File: src/pkg/fhl_pkg.sv
// Register map, header field layout and decode codes for the header/mix bank
package fhl_pkg;
   // Byte addresses on the control bus
   localparam logic [7:0] FHL_ADDR_ANC_HIGH = 8'h42;
   localparam logic [7:0] FHL_ADDR_HEAD_UPPER = 8'h43;
   localparam logic [7:0] FHL_ADDR_HEAD_MIDDLE = 8'h44;
   localparam logic [7:0] FHL_ADDR_HEAD_LOWER = 8'h45;
   localparam logic [7:0] FHL_ADDR_LEFT_TRIM = 8'h46;
   localparam logic [7:0] FHL_ADDR_CROSSFEED = 8'h47;
   // Reset values, attenuation limit and mute code
   localparam logic [7:0] FHL_RST_RO = 8'h00;
   localparam logic [7:0] FHL_RST_LEFT_TRIM = 8'h00;
   localparam logic [7:0] FHL_RST_CROSSFEED = 8'hff;
   localparam logic [7:0] FHL_ATTEN_MAX_DB = 8'h60;
   localparam logic [7:0] FHL_ATTEN_MUTE_CODE = 8'hff;
   // Header field positions
   localparam int FHL_HEAD_W = 21;
   localparam int FHL_EMPH_LO = 0;
   localparam int FHL_ORIG_BIT = 2;
   localparam int FHL_COPYR_BIT = 3;
   localparam int FHL_MODEX_LO = 4;
   localparam int FHL_MODE_LO = 6;
   localparam int FHL_PRIV_BIT = 8;
   localparam int FHL_PAD_BIT = 9;
   localparam int FHL_SFREQ_LO = 10;
   localparam int FHL_RATE_LO = 12;
   localparam int FHL_PROT_BIT = 16;
   localparam int FHL_LAYER_LO = 17;
   localparam int FHL_VER_BIT = 19;
   localparam int FHL_VEREXT_BIT = 20;
   // Field codes
   localparam logic [1:0] FHL_LAYER_III = 2'h1;
   localparam logic [3:0] FHL_RATE_FREE = 4'h0;
   localparam logic [3:0] FHL_RATE_BAD = 4'hf;
   localparam logic [1:0] FHL_SFREQ_RSVD = 2'h3;
   localparam logic [1:0] FHL_EMPH_RSVD = 2'h2;
   localparam logic [1:0] FHL_MODE_JOINT = 2'h1;
   localparam logic [1:0] FHL_MODE_MONO = 2'h3;
   typedef enum logic [1:0] {
      FHL_MPEG25, FHL_MPEG_RSVD, FHL_MPEG2, FHL_MPEG1
   } fhl_version_e;
endpackage

File: src/rtl/fhl_header_decode.sv
// Combinational decode of the captured frame header into its fields
`timescale 1ns/100ps
module fhl_header_decode
   import fhl_pkg::*;
(
   input wire logic [20:0] head_in,
   output fhl_version_e version_out,
   output logic [8:0] bitrate_kbps_out,
   output logic [1:0] sfreq_idx_out,
   output logic [1:0] mode_out,
   output logic [1:0] modex_out,
   output logic [1:0] emph_out,
   output logic crc_present_out,
   output logic layer_ok_out,
   output logic header_bad_out,
   output logic padded_out,
   output logic copyr_out,
   output logic orig_out,
   output logic priv_out
);
   logic [3:0] rate_idx;

   // Bitrate tables per version flag
   function automatic logic [8:0] fhl_rate(input logic ver,
                                           input logic [3:0] idx);
      logic [8:0] r;
      r = 9'h000;
      if (ver) begin
         case (idx)
            4'h1: r = 9'h020;
            4'h2: r = 9'h028;
            4'h3: r = 9'h030;
            4'h4: r = 9'h038;
            4'h5: r = 9'h040;
            4'h6: r = 9'h050;
            4'h7: r = 9'h060;
            4'h8: r = 9'h070;
            4'h9: r = 9'h080;
            4'ha: r = 9'h0a0;
            4'hb: r = 9'h0c0;
            4'hc: r = 9'h0e0;
            4'hd: r = 9'h100;
            4'he: r = 9'h140;
            default: r = 9'h000;
         endcase
      end else begin
         case (idx)
            4'h1: r = 9'h008;
            4'h2: r = 9'h010;
            4'h3: r = 9'h018;
            4'h4: r = 9'h020;
            4'h5: r = 9'h028;
            4'h6: r = 9'h030;
            4'h7: r = 9'h038;
            4'h8: r = 9'h040;
            4'h9: r = 9'h050;
            4'ha: r = 9'h060;
            4'hb: r = 9'h070;
            4'hc: r = 9'h080;
            4'hd: r = 9'h090;
            4'he: r = 9'h0a0;
            default: r = 9'h000;
         endcase
      end
      return r;
   endfunction

   // Field extraction
   always_comb begin
      rate_idx = head_in[FHL_RATE_LO +: 4];
      version_out = fhl_version_e'({head_in[FHL_VEREXT_BIT],
                                    head_in[FHL_VER_BIT]});
      // Free and forbidden codes give zero rate
      bitrate_kbps_out = fhl_rate(head_in[FHL_VER_BIT], rate_idx);
      sfreq_idx_out = head_in[FHL_SFREQ_LO +: 2];
      mode_out = head_in[FHL_MODE_LO +: 2];
      // Extension only carries meaning in joint stereo
      modex_out = (mode_out == FHL_MODE_JOINT) ?
                  head_in[FHL_MODEX_LO +: 2] : 2'h0;
      emph_out = head_in[FHL_EMPH_LO +: 2];
      crc_present_out = ~head_in[FHL_PROT_BIT];
      layer_ok_out = head_in[FHL_LAYER_LO +: 2] == FHL_LAYER_III;
      header_bad_out = (rate_idx == FHL_RATE_BAD) |
                       (sfreq_idx_out == FHL_SFREQ_RSVD) |
                       (version_out == FHL_MPEG_RSVD) |
                       (emph_out == FHL_EMPH_RSVD) | ~layer_ok_out;
      padded_out = head_in[FHL_PAD_BIT];
      copyr_out = head_in[FHL_COPYR_BIT];
      orig_out = head_in[FHL_ORIG_BIT];
      priv_out = head_in[FHL_PRIV_BIT];
   end
endmodule

File: src/rtl/fhl_regs.sv
// Header capture, ancillary count and left-channel mix register bank
`timescale 1ns/100ps
module fhl_regs
   import fhl_pkg::*;
(
   input wire logic sys_clk_in,
   input wire logic rst_in,
   input wire logic soft_rst_in,
   input wire logic reg_wr_in,
   input wire logic reg_rd_in,
   input wire logic [7:0] reg_addr_in,
   input wire logic [7:0] reg_wdata_in,
   input wire logic frame_sync_in,
   input wire logic [20:0] frame_header_in,
   input wire logic frame_good_in,
   input wire logic [15:0] anc_count_in,
   output logic [7:0] reg_rdata_out,
   output logic reg_hit_out,
   output logic [7:0] left_atten_db_out,
   output logic left_full_mute_out,
   output logic [7:0] crossfeed_db_out,
   output logic crossfeed_off_out,
   output logic [1:0] version_out,
   output logic [8:0] bitrate_kbps_out,
   output logic [1:0] sfreq_idx_out,
   output logic [1:0] mode_out,
   output logic [1:0] modex_out,
   output logic [1:0] emph_out,
   output logic crc_present_out,
   output logic header_bad_out,
   output logic padded_out
);
   logic [20:0] head_reg;
   logic [15:0] anc_reg;
   logic [7:0] left_trim_reg;
   logic [7:0] crossfeed_reg;
   logic [7:0] rdata_next;
   logic hit_next;
   fhl_version_e dec_version;
   logic [8:0] dec_rate;
   logic [1:0] dec_sfreq;
   logic [1:0] dec_mode;
   logic [1:0] dec_modex;
   logic [1:0] dec_emph;
   logic dec_crc;
   logic dec_layer_ok;
   logic dec_bad;
   logic dec_pad;

   // Attenuation code to effective dB, saturating beyond the table
   function automatic logic [7:0] fhl_atten(input logic [7:0] code);
      return (code > FHL_ATTEN_MAX_DB) ? FHL_ATTEN_MUTE_CODE : code;
   endfunction

   // Header decode of the captured value
   fhl_header_decode u_decode (
      .head_in(head_reg),
      .version_out(dec_version),
      .bitrate_kbps_out(dec_rate),
      .sfreq_idx_out(dec_sfreq),
      .mode_out(dec_mode),
      .modex_out(dec_modex),
      .emph_out(dec_emph),
      .crc_present_out(dec_crc),
      .layer_ok_out(dec_layer_ok),
      .header_bad_out(dec_bad),
      .padded_out(dec_pad),
      .copyr_out(),
      .orig_out(),
      .priv_out()
   );

   // Header capture, whole word at once so bytes never mix frames
   always_ff @(posedge sys_clk_in or posedge rst_in) begin
      if (rst_in) begin
         head_reg <= 21'h000000;
      end else if (soft_rst_in) begin
         head_reg <= 21'h000000;
      end else if (frame_sync_in) begin
         head_reg <= frame_header_in;
      end
   end

   // Ancillary count, only refreshed by correctly decoded frames
   always_ff @(posedge sys_clk_in or posedge rst_in) begin
      if (rst_in) begin
         anc_reg <= 16'h0000;
      end else if (soft_rst_in) begin
         anc_reg <= 16'h0000;
      end else if (frame_good_in) begin
         anc_reg <= anc_count_in;
      end
   end

   // Software-writable mix registers; read-only addresses not decoded
   always_ff @(posedge sys_clk_in or posedge rst_in) begin
      if (rst_in) begin
         left_trim_reg <= FHL_RST_LEFT_TRIM;
         crossfeed_reg <= FHL_RST_CROSSFEED;
      end else if (soft_rst_in) begin
         left_trim_reg <= FHL_RST_LEFT_TRIM;
         crossfeed_reg <= FHL_RST_CROSSFEED;
      end else if (reg_wr_in) begin
         if (reg_addr_in == FHL_ADDR_LEFT_TRIM) begin
            left_trim_reg <= reg_wdata_in;
         end
         if (reg_addr_in == FHL_ADDR_CROSSFEED) begin
            crossfeed_reg <= reg_wdata_in;
         end
      end
   end

   // Read mux; upper header byte pads top bits with zero
   always_comb begin
      rdata_next = FHL_RST_RO;
      hit_next = 1'b1;
      case (reg_addr_in)
         FHL_ADDR_ANC_HIGH: rdata_next = anc_reg[15:8];
         FHL_ADDR_HEAD_UPPER: rdata_next = {3'h0, head_reg[20:16]};
         FHL_ADDR_HEAD_MIDDLE: rdata_next = head_reg[15:8];
         FHL_ADDR_HEAD_LOWER: rdata_next = head_reg[7:0];
         FHL_ADDR_LEFT_TRIM: rdata_next = left_trim_reg;
         FHL_ADDR_CROSSFEED: rdata_next = crossfeed_reg;
         default: hit_next = 1'b0;
      endcase
   end

   // Registered read data, held between reads
   always_ff @(posedge sys_clk_in or posedge rst_in) begin
      if (rst_in) begin
         reg_rdata_out <= FHL_RST_RO;
         reg_hit_out <= 1'b0;
      end else if (reg_rd_in) begin
         reg_rdata_out <= rdata_next;
         reg_hit_out <= hit_next;
      end
   end

   // Effective attenuation toward the mix datapath
   always_ff @(posedge sys_clk_in or posedge rst_in) begin
      if (rst_in) begin
         left_atten_db_out <= FHL_ATTEN_MUTE_CODE;
         left_full_mute_out <= 1'b0;
         crossfeed_db_out <= FHL_ATTEN_MUTE_CODE;
         crossfeed_off_out <= 1'b1;
      end else begin
         left_atten_db_out <= fhl_atten(left_trim_reg);
         left_full_mute_out <= left_trim_reg > FHL_ATTEN_MAX_DB;
         crossfeed_db_out <= fhl_atten(crossfeed_reg);
         crossfeed_off_out <= crossfeed_reg > FHL_ATTEN_MAX_DB;
      end
   end

   // Registered header field view
   always_ff @(posedge sys_clk_in or posedge rst_in) begin
      if (rst_in) begin
         version_out <= 2'h0;
         bitrate_kbps_out <= 9'h000;
         sfreq_idx_out <= 2'h0;
         mode_out <= 2'h0;
         modex_out <= 2'h0;
         emph_out <= 2'h0;
         crc_present_out <= 1'b0;
         header_bad_out <= 1'b0;
         padded_out <= 1'b0;
      end else begin
         version_out <= dec_version;
         bitrate_kbps_out <= dec_rate;
         sfreq_idx_out <= dec_sfreq;
         mode_out <= dec_mode;
         modex_out <= dec_modex;
         emph_out <= dec_emph;
         crc_present_out <= dec_crc;
         // Reset header of zero is not a real frame
         header_bad_out <= dec_bad & (head_reg != 21'h000000);
         padded_out <= dec_pad;
      end
   end

   // Capture lands one cycle after the sync strobe
   head_capture_a: assert property (
      @(posedge sys_clk_in) disable iff (rst_in)
      frame_sync_in && !soft_rst_in |=> head_reg == $past(frame_header_in))
      else $error("header not captured on sync");

   // Header holds without sync
   head_hold_a: assert property (
      @(posedge sys_clk_in) disable iff (rst_in)
      !frame_sync_in && !soft_rst_in |=> $stable(head_reg))
      else $error("header changed without sync");

   // Top byte pad bits read zero
   upper_pad_a: assert property (
      @(posedge sys_clk_in) disable iff (rst_in)
      reg_rd_in && reg_addr_in == FHL_ADDR_HEAD_UPPER
      |=> reg_rdata_out[7:5] == 3'h0)
      else $error("upper header pad bits set");

   // Count high byte read back
   anc_read_a: assert property (
      @(posedge sys_clk_in) disable iff (rst_in)
      reg_rd_in && reg_addr_in == FHL_ADDR_ANC_HIGH && !frame_good_in
      && !soft_rst_in |=> reg_rdata_out == anc_reg[15:8])
      else $error("count high byte wrong");

   // Writes to read-only space leave count alone
   ro_write_a: assert property (
      @(posedge sys_clk_in) disable iff (rst_in)
      reg_wr_in && !frame_good_in && !soft_rst_in |=> $stable(anc_reg))
      else $error("count changed by write");

   // Left trim write reaches the mix output two cycles on
   trim_write_a: assert property (
      @(posedge sys_clk_in) disable iff (rst_in)
      reg_wr_in && reg_addr_in == FHL_ADDR_LEFT_TRIM && !soft_rst_in
      && reg_wdata_in <= FHL_ATTEN_MAX_DB
      ##1 !(reg_wr_in && reg_addr_in == FHL_ADDR_LEFT_TRIM) && !soft_rst_in
      |=> left_atten_db_out == $past(reg_wdata_in, 2))
      else $error("left trim not applied");

   // Maximum code mutes left
   trim_max_a: assert property (
      @(posedge sys_clk_in) disable iff (rst_in)
      left_trim_reg == FHL_ATTEN_MUTE_CODE |=> left_full_mute_out)
      else $error("left max code not muted");

   // Crossfeed defaults fully off after soft reset
   xfeed_reset_a: assert property (
      @(posedge sys_clk_in) disable iff (rst_in)
      soft_rst_in ##1 !reg_wr_in |=> crossfeed_off_out)
      else $error("crossfeed not off after reset");

   // Protection bit inverted into crc flag; first edge out of reset skipped
   crc_flag_a: assert property (
      @(posedge sys_clk_in) disable iff (rst_in)
      !$past(rst_in) |-> crc_present_out == !$past(head_reg[FHL_PROT_BIT]))
      else $error("crc flag mismatch");

   // Mode extension masked outside joint stereo
   modex_mask_a: assert property (
      @(posedge sys_clk_in) disable iff (rst_in)
      mode_out != FHL_MODE_JOINT |-> modex_out == 2'h0)
      else $error("mode extension outside joint");

   // Soft reset restores the mix registers
   soft_mix_a: assert property (
      @(posedge sys_clk_in) disable iff (rst_in)
      soft_rst_in |=> left_trim_reg == FHL_RST_LEFT_TRIM
      && crossfeed_reg == FHL_RST_CROSSFEED)
      else $error("mix registers not restored");

   // Count taken from a good frame
   anc_capture_a: assert property (
      @(posedge sys_clk_in) disable iff (rst_in)
      frame_good_in && !soft_rst_in |=> anc_reg == $past(anc_count_in))
      else $error("count not captured");

   // Count holds between good frames
   anc_hold_a: assert property (
      @(posedge sys_clk_in) disable iff (rst_in)
      !frame_good_in && !soft_rst_in |=> $stable(anc_reg))
      else $error("count changed without good frame");

   // Low header byte read back
   head_lower_a: assert property (
      @(posedge sys_clk_in) disable iff (rst_in)
      reg_rd_in && reg_addr_in == FHL_ADDR_HEAD_LOWER && !frame_sync_in
      && !soft_rst_in |=> reg_rdata_out == head_reg[7:0])
      else $error("low header byte wrong");

   // Left trim read back
   trim_read_a: assert property (
      @(posedge sys_clk_in) disable iff (rst_in)
      reg_rd_in && reg_addr_in == FHL_ADDR_LEFT_TRIM && !reg_wr_in
      && !soft_rst_in |=> reg_rdata_out == left_trim_reg)
      else $error("left trim read wrong");

   // Crossfeed write lands next cycle
   xfeed_write_a: assert property (
      @(posedge sys_clk_in) disable iff (rst_in)
      reg_wr_in && reg_addr_in == FHL_ADDR_CROSSFEED && !soft_rst_in
      |=> crossfeed_reg == $past(reg_wdata_in))
      else $error("crossfeed write lost");

   // Crossfeed at its top code cuts the path
   xfeed_max_a: assert property (
      @(posedge sys_clk_in) disable iff (rst_in)
      crossfeed_reg == FHL_ATTEN_MUTE_CODE
      |=> crossfeed_off_out && crossfeed_db_out == FHL_ATTEN_MUTE_CODE)
      else $error("crossfeed not off at top code");

   // Codes past the table saturate left
   trim_mute_db_a: assert property (
      @(posedge sys_clk_in) disable iff (rst_in)
      left_trim_reg > FHL_ATTEN_MAX_DB
      |=> left_atten_db_out == FHL_ATTEN_MUTE_CODE)
      else $error("left code not saturated");

   // Table codes pass through in 1 dB steps
   trim_pass_a: assert property (
      @(posedge sys_clk_in) disable iff (rst_in)
      left_trim_reg <= FHL_ATTEN_MAX_DB
      |=> left_atten_db_out == $past(left_trim_reg) && !left_full_mute_out)
      else $error("left code not passed");

   // Version pair follows the captured flags
   version_a: assert property (
      @(posedge sys_clk_in) disable iff (rst_in)
      !$past(rst_in) |-> version_out == $past(head_reg[FHL_VER_BIT +: 2]))
      else $error("version pair mismatch");

   // Wrong layer marks the header bad
   layer_ok_a: assert property (
      @(posedge sys_clk_in) disable iff (rst_in)
      !dec_layer_ok && head_reg != 21'h000000 |=> header_bad_out)
      else $error("wrong layer not flagged");

   // Forbidden bitrate flagged and given no rate
   rate_bad_a: assert property (
      @(posedge sys_clk_in) disable iff (rst_in)
      head_reg[FHL_RATE_LO +: 4] == FHL_RATE_BAD
      |=> header_bad_out && bitrate_kbps_out == 9'h000)
      else $error("forbidden bitrate not flagged");

   // Padding bit passed through
   pad_a: assert property (
      @(posedge sys_clk_in) disable iff (rst_in)
      !$past(rst_in) |-> padded_out == $past(head_reg[FHL_PAD_BIT]))
      else $error("padding flag mismatch");

   // Reserved emphasis flagged
   emph_rsvd_a: assert property (
      @(posedge sys_clk_in) disable iff (rst_in)
      head_reg[FHL_EMPH_LO +: 2] == FHL_EMPH_RSVD |=> header_bad_out)
      else $error("reserved emphasis not flagged");
endmodule

File: config.mk
export PLATFORM = sky130hd
export DESIGN_NAME = fhl_regs
export DESIGN_NICKNAME = d
export VERILOG_FILES = /design/src/pkg/fhl_pkg.sv /design/src/rtl/fhl_header_decode.sv /design/src/rtl/fhl_regs.sv
export SDC_FILE = /design/constraint.sdc
export NUM_CORES = 1
export LEC_CHECK = 0
export ABC_AREA = 1
export BUFFER_PORTS_ARGS = -buffer_cell sky130_fd_sc_hd__buf_4
export CORE_MARGIN = 5
export CORE_UTILIZATION = 49
export CTS_BUF_LIST = sky130_fd_sc_hd__clkbuf_2
export DETAILED_ROUTE_END_ITERATION = 10
export PLACE_DENSITY = 0.8
export RECOVER_POWER = 100
export SYNTH_ARGS = -nofsm -noshare
export SYNTH_HDL_FRONTEND = slang
export SYNTH_HIERARCHICAL = 1
export SYNTH_SLANG_ARGS = --single-unit
File: constraint.sdc
create_clock -name sys_clk_in -period 4.07 [get_ports sys_clk_in]
set_input_delay 0.814 -clock sys_clk_in [delete_from_list [all_inputs] [get_ports sys_clk_in]]
set_output_delay 0.814 -clock sys_clk_in [all_outputs]
set_load 0.1 [all_outputs]
## Word level (Yosys, flattened, before mapping)

Memory sizes are Yosys's and may differ from the RTL's.
Index checks and enable logic that the tools add are counted.

- Flip-flop bits (word level): 102
- ROM bits: 176
- Bits of input ports: 60
- Word-level logic and storage cells: 67
- Memories: 2

Memory list:

| name | depth | bits a word | read ports | clocked after Yosys merged registers in | write ports | line | text |
|---|---|---|---|---|---|---|---|
| (name not given) | 16 | 6 | 1 | 0 | 0 | fhl_header_decode.sv:29 | `case (idx)` |
| (name not given) | 16 | 5 | 1 | 0 | 0 | fhl_header_decode.sv:47 | `case (idx)` |

- $lt $le $gt $ge: 2
- Equality and inequality tests: 12
- Muxes and demuxes: 16
- Bitwise operators: 7
- Reduce and logical (&&, ||, !) cells: 9

Operators with widths:

| cell | number |
|---|---|
| $mux W8 | 8 |
| $eq A8 B7 Y1 const B | 6 |
| $pmux W8 S6 | 1 |
| $mux W21 | 2 |
| $mux W16 | 2 |
| $reduce_bool A21 Y1 | 1 |
| $gt A8 B7 Y1 const B | 2 |
| $reduce_bool A2 Y1 | 5 |
| $mux W9 | 1 |
| $eq A2 B1 Y1 const B | 3 |
| $reduce_or A6 Y1 | 1 |
| $eq A2 B2 Y1 const B | 2 |
| $eq A4 B4 Y1 const B | 1 |
| $or A1 B1 Y1 | 4 |
| $reduce_and A2 Y1 | 2 |
| $mux W2 | 1 |
| $not A1 Y1 | 2 |
| $and A1 B1 Y1 | 1 |
| $mux W1 | 1 |

## Longest topological paths before layout

- Depth in word-level cells: 6
- Mapped depth: 10

## Cells and area by module

The synthesis kept the hierarchy.

Modules (own cells, without submodules):

| module | times used | cells an instance | area each (µm²) | seq. area each (µm²) |
|---|---|---|---|---|
| fhl_regs | 1 | 432 | 3925.0 | 2383.5 |
| fhl_header_decode | 1 | 86 | 481.7 | 0.0 |

## Least setup slack after synthesis

Ideal clock, no wire load.

- Path type: input to register
- Start: input reg_addr_in[4]
- End: register left_trim_reg[0]
- Library setup time: 117 ps
- Data arrival time: 1625 ps
- Required time: 3953 ps
- Path slack: 2328 ps
- Stages on the path: 8
- Cell sequence: inv_1 > nand2_1 > nor2_4 > nand2_4 > nor3_4 > nor2_2 > nand2_1 > nand2_1

- Cells in the longest elaborated chain, start to end: 3

RTL lines:

| element | line | text |
|---|---|---|
| from (decl) | fhl_regs.sv:11 | `input wire logic [7:0] reg_addr_in,` |
| $eq A8 B7 Y1 | fhl_regs.sv:104 | `if (reg_addr_in == FHL_ADDR_LEFT_TRIM) begin` |
| $reduce_bool A2 Y1 (no source line) | - |  |
| $reduce_and A2 Y1 (no source line) | - |  |
| to (signal assigned) | fhl_regs.sv:105 | `left_trim_reg <= reg_wdata_in;` |
| to (decl) | fhl_regs.sv:35 | `logic [7:0] left_trim_reg;` |

No other way between the ends.
A chain may end at the register's enable or synchronous reset.

## Final worst setup path

- Start: input reg_addr_in[4]
- End: register crossfeed_reg[3]

- Cells in the longest elaborated chain, start to end: 3

RTL lines:

| element | line | text |
|---|---|---|
| $eq A8 B7 Y1 | fhl_regs.sv:107 | `if (reg_addr_in == FHL_ADDR_CROSSFEED) begin` |
| $reduce_bool A2 Y1 (no source line) | - |  |
| $reduce_and A2 Y1 (no source line) | - |  |
| to (signal assigned) | fhl_regs.sv:108 | `crossfeed_reg <= reg_wdata_in;` |
| to (decl) | fhl_regs.sv:36 | `logic [7:0] crossfeed_reg;` |

No other way between the ends.

==> results_dict.tcl <==
set metrics [dict create \
    die_w_um 104.6 \
    syn_inst 514 \
    cp.arrival_ns 3.36 \
    reg2reg_slack_ns 2.57 \
    skew_ns 0.02866 \
    dr.pass1.iters 5 \
    required_ns 4.56 \
    crit_path_end_kind "flip-flop" \
    cap_violations 0 \
    wl_per_cell_um 15.02 \
    yosysWarnings 6 \
    drc 0 \
    setup_viol 0 \
    cp_cell_sequence "clkbuf_4, inv_1, nand2_1, nor2_1, nand2_4, nor3_1, nor2_4, nand2_1, nand2_1" \
    area_growth_pct 14.91 \
    total_power_mw 1.850 \
    drive_above_1_share 0.1881 \
    powerDensity_mw_per_mm2 367.5 \
    leakage_nw 2.558 \
    cts_sinks 94 \
    cts_tree "yes" \
    post_cts_buffers 0 \
    cts_root_buffer "clkbuf_2" \
    tightest_slew_ns 1.353 \
    hold_depth 3 \
    core_mm2 0.008721 \
    hold_buffers 0 \
    grt_pass1_vias 3556 \
    clk_pin_slew_ns 0.26 \
    holdWs_ns 0.4823 \
    routabilityCongestion 0.8653 \
    hold_start "anc_count_in[8]" \
    nNetsFinal 665 \
    antenna_found_initial 0 \
    postRouteAntennaNets 0 \
    period_needed_ns 2.866 \
    rsz0062_at_grt "no" \
    slew_violations 0 \
    ff2ff_path_depth 6 \
    crit_path_max_incr_delay_ns 1.00 \
    hp-class "in2reg" \
    drt_iter0_markers 292 \
    crit_family "simple AND/OR/NAND/NOR gates" \
    start_kind "input port" \
    gr-usage-all-layers 0.1978 \
    drt_wl_total_um 10720 \
    cts_resized 0 \
    timing.rr.start "crossfeed_reg[3]$_DFFE_PP1P_" \
    overflow 0 \
    worstReg2RegEnd "crossfeed_off_out$_DFF_PP1_" \
    hold_viol 0 \
    nFillCells 807 \
    irDropWorstVdd_v 0.0002170 \
    start_util 0.5023 \
    place_hpwl_um 8010 \
    ios 109 \
    clk_latency_ns 0.53 \
    crit_buf_inv 2 \
    fin_crit_sh 0.7041 \
    grt_max_degree 40 \
    vias_per_cell 5.164 \
    final_cell_mix "116 x nand2_1, 89 x nand3_1, 69 x dfrtp_1" \
    holdPathEnd "anc_reg[8]$_DFFE_PP0P_" \
    max_slew_margin 0.09473 \
    io_buffers 100 \
    totalNegativeSetupSlack_ns 0 \
    cts_buffers 9 \
    die_h_um 104.6 \
    critPathLaunch "reg_addr_in[4]" \
    syn_area_per_cell_um2 8.522 \
    clock_path_buffers 2 \
    timing.fmax_ghz 0.3490 \
    path_max_fanout 21 \
    slowest_stage "nor2_1" \
    largest_reg_flops 21 \
    outcome "finished, final reports clean" \
    final_common_cell "nand2_1" \
    critPathMostFrequentCell "nand2_1" \
    die_area_mm2 0.01093 \
    cts_max_level 3 \
    worstSetupPathType "in2reg" \
    vias 3687 \
    grt_pass1_wl_um 17750 \
    diodes 0 \
    netlist_area_mm2 0.004380 \
    rows 34 \
]
-- metrics by stage --
| stage | area, µm² | worst slack, ns | cells | util |
|---|---|---|---|---|
| floorplan | 4388 | 0.8487 | 516 | - |
| global placement | 5127 | 1.837 | 698 | 0.5879 |
| detailed placement | 5127 | 1.792 | 698 | 0.5879 |
| CTS | 5266 | 1.824 | 714 | 0.6039 |
| global route | 5034 | 0.9114 | 714 | 0.5772 |
| finish | 5034 | 1.204 | 714 | 0.5772 |
-- worst reg2reg max path: stages, from the launching register on --
cell	delay [ns]
dfstp_1	0.47
nor3_1	0.23
nand3_1	0.09
nand3_1	0.07
inv_1	0.04
nor2_1	0.43
inv_1	0.11
-- layout make-up --
class	instances	area, µm²	share of cell area
Sequential cell	94	2384	0.4735
Inverter	73	275.3	0.05469
Timing Repair Buffer	103	578.1	0.1148
Clock buffer	9	45.04	0.008949
Multi-Input combinational cell	320	1523	0.3025
Clock inverter	7	93.84	0.01864
Tap cell	108	135.1	0.02685
-- worst max path at each step --
stage,endpoint,slack [ns],depth (start not counted)
global route,left_trim_reg[7]$_DFFE_PP0P_,0.91,9
floorplan,anc_reg[10]$_DFFE_PP0P_,0.85,1
detailed placement,left_trim_reg[3]$_DFFE_PP0P_,1.79,9
CTS,crossfeed_db_out[6],1.82,1
global placement,left_trim_reg[5]$_DFFE_PP0P_,1.84,9
finish,crossfeed_reg[3]$_DFFE_PP1P_,1.20,9
-- per-layer routing --
metal | global-route usage | share of wire
met1 | 0.2857 | 0.46
met2 | 0.3054 | 0.46
met3 | 0.04439 | 0.070
met4 | 0.04810 | 0.0040
met5 | 0 | 0
-- where the power goes --
part / leakage, nW / switching, mW / internal [mW]
combinational: 1.29 / 0.243 / 0.0713
clock: 0.0870 / 0.314 / 0.207
sequential: 1.18 / 0.0334 / 0.982
total: 2.56 / 0.590 / 1.26
Power figures use the tool's default switching activity.
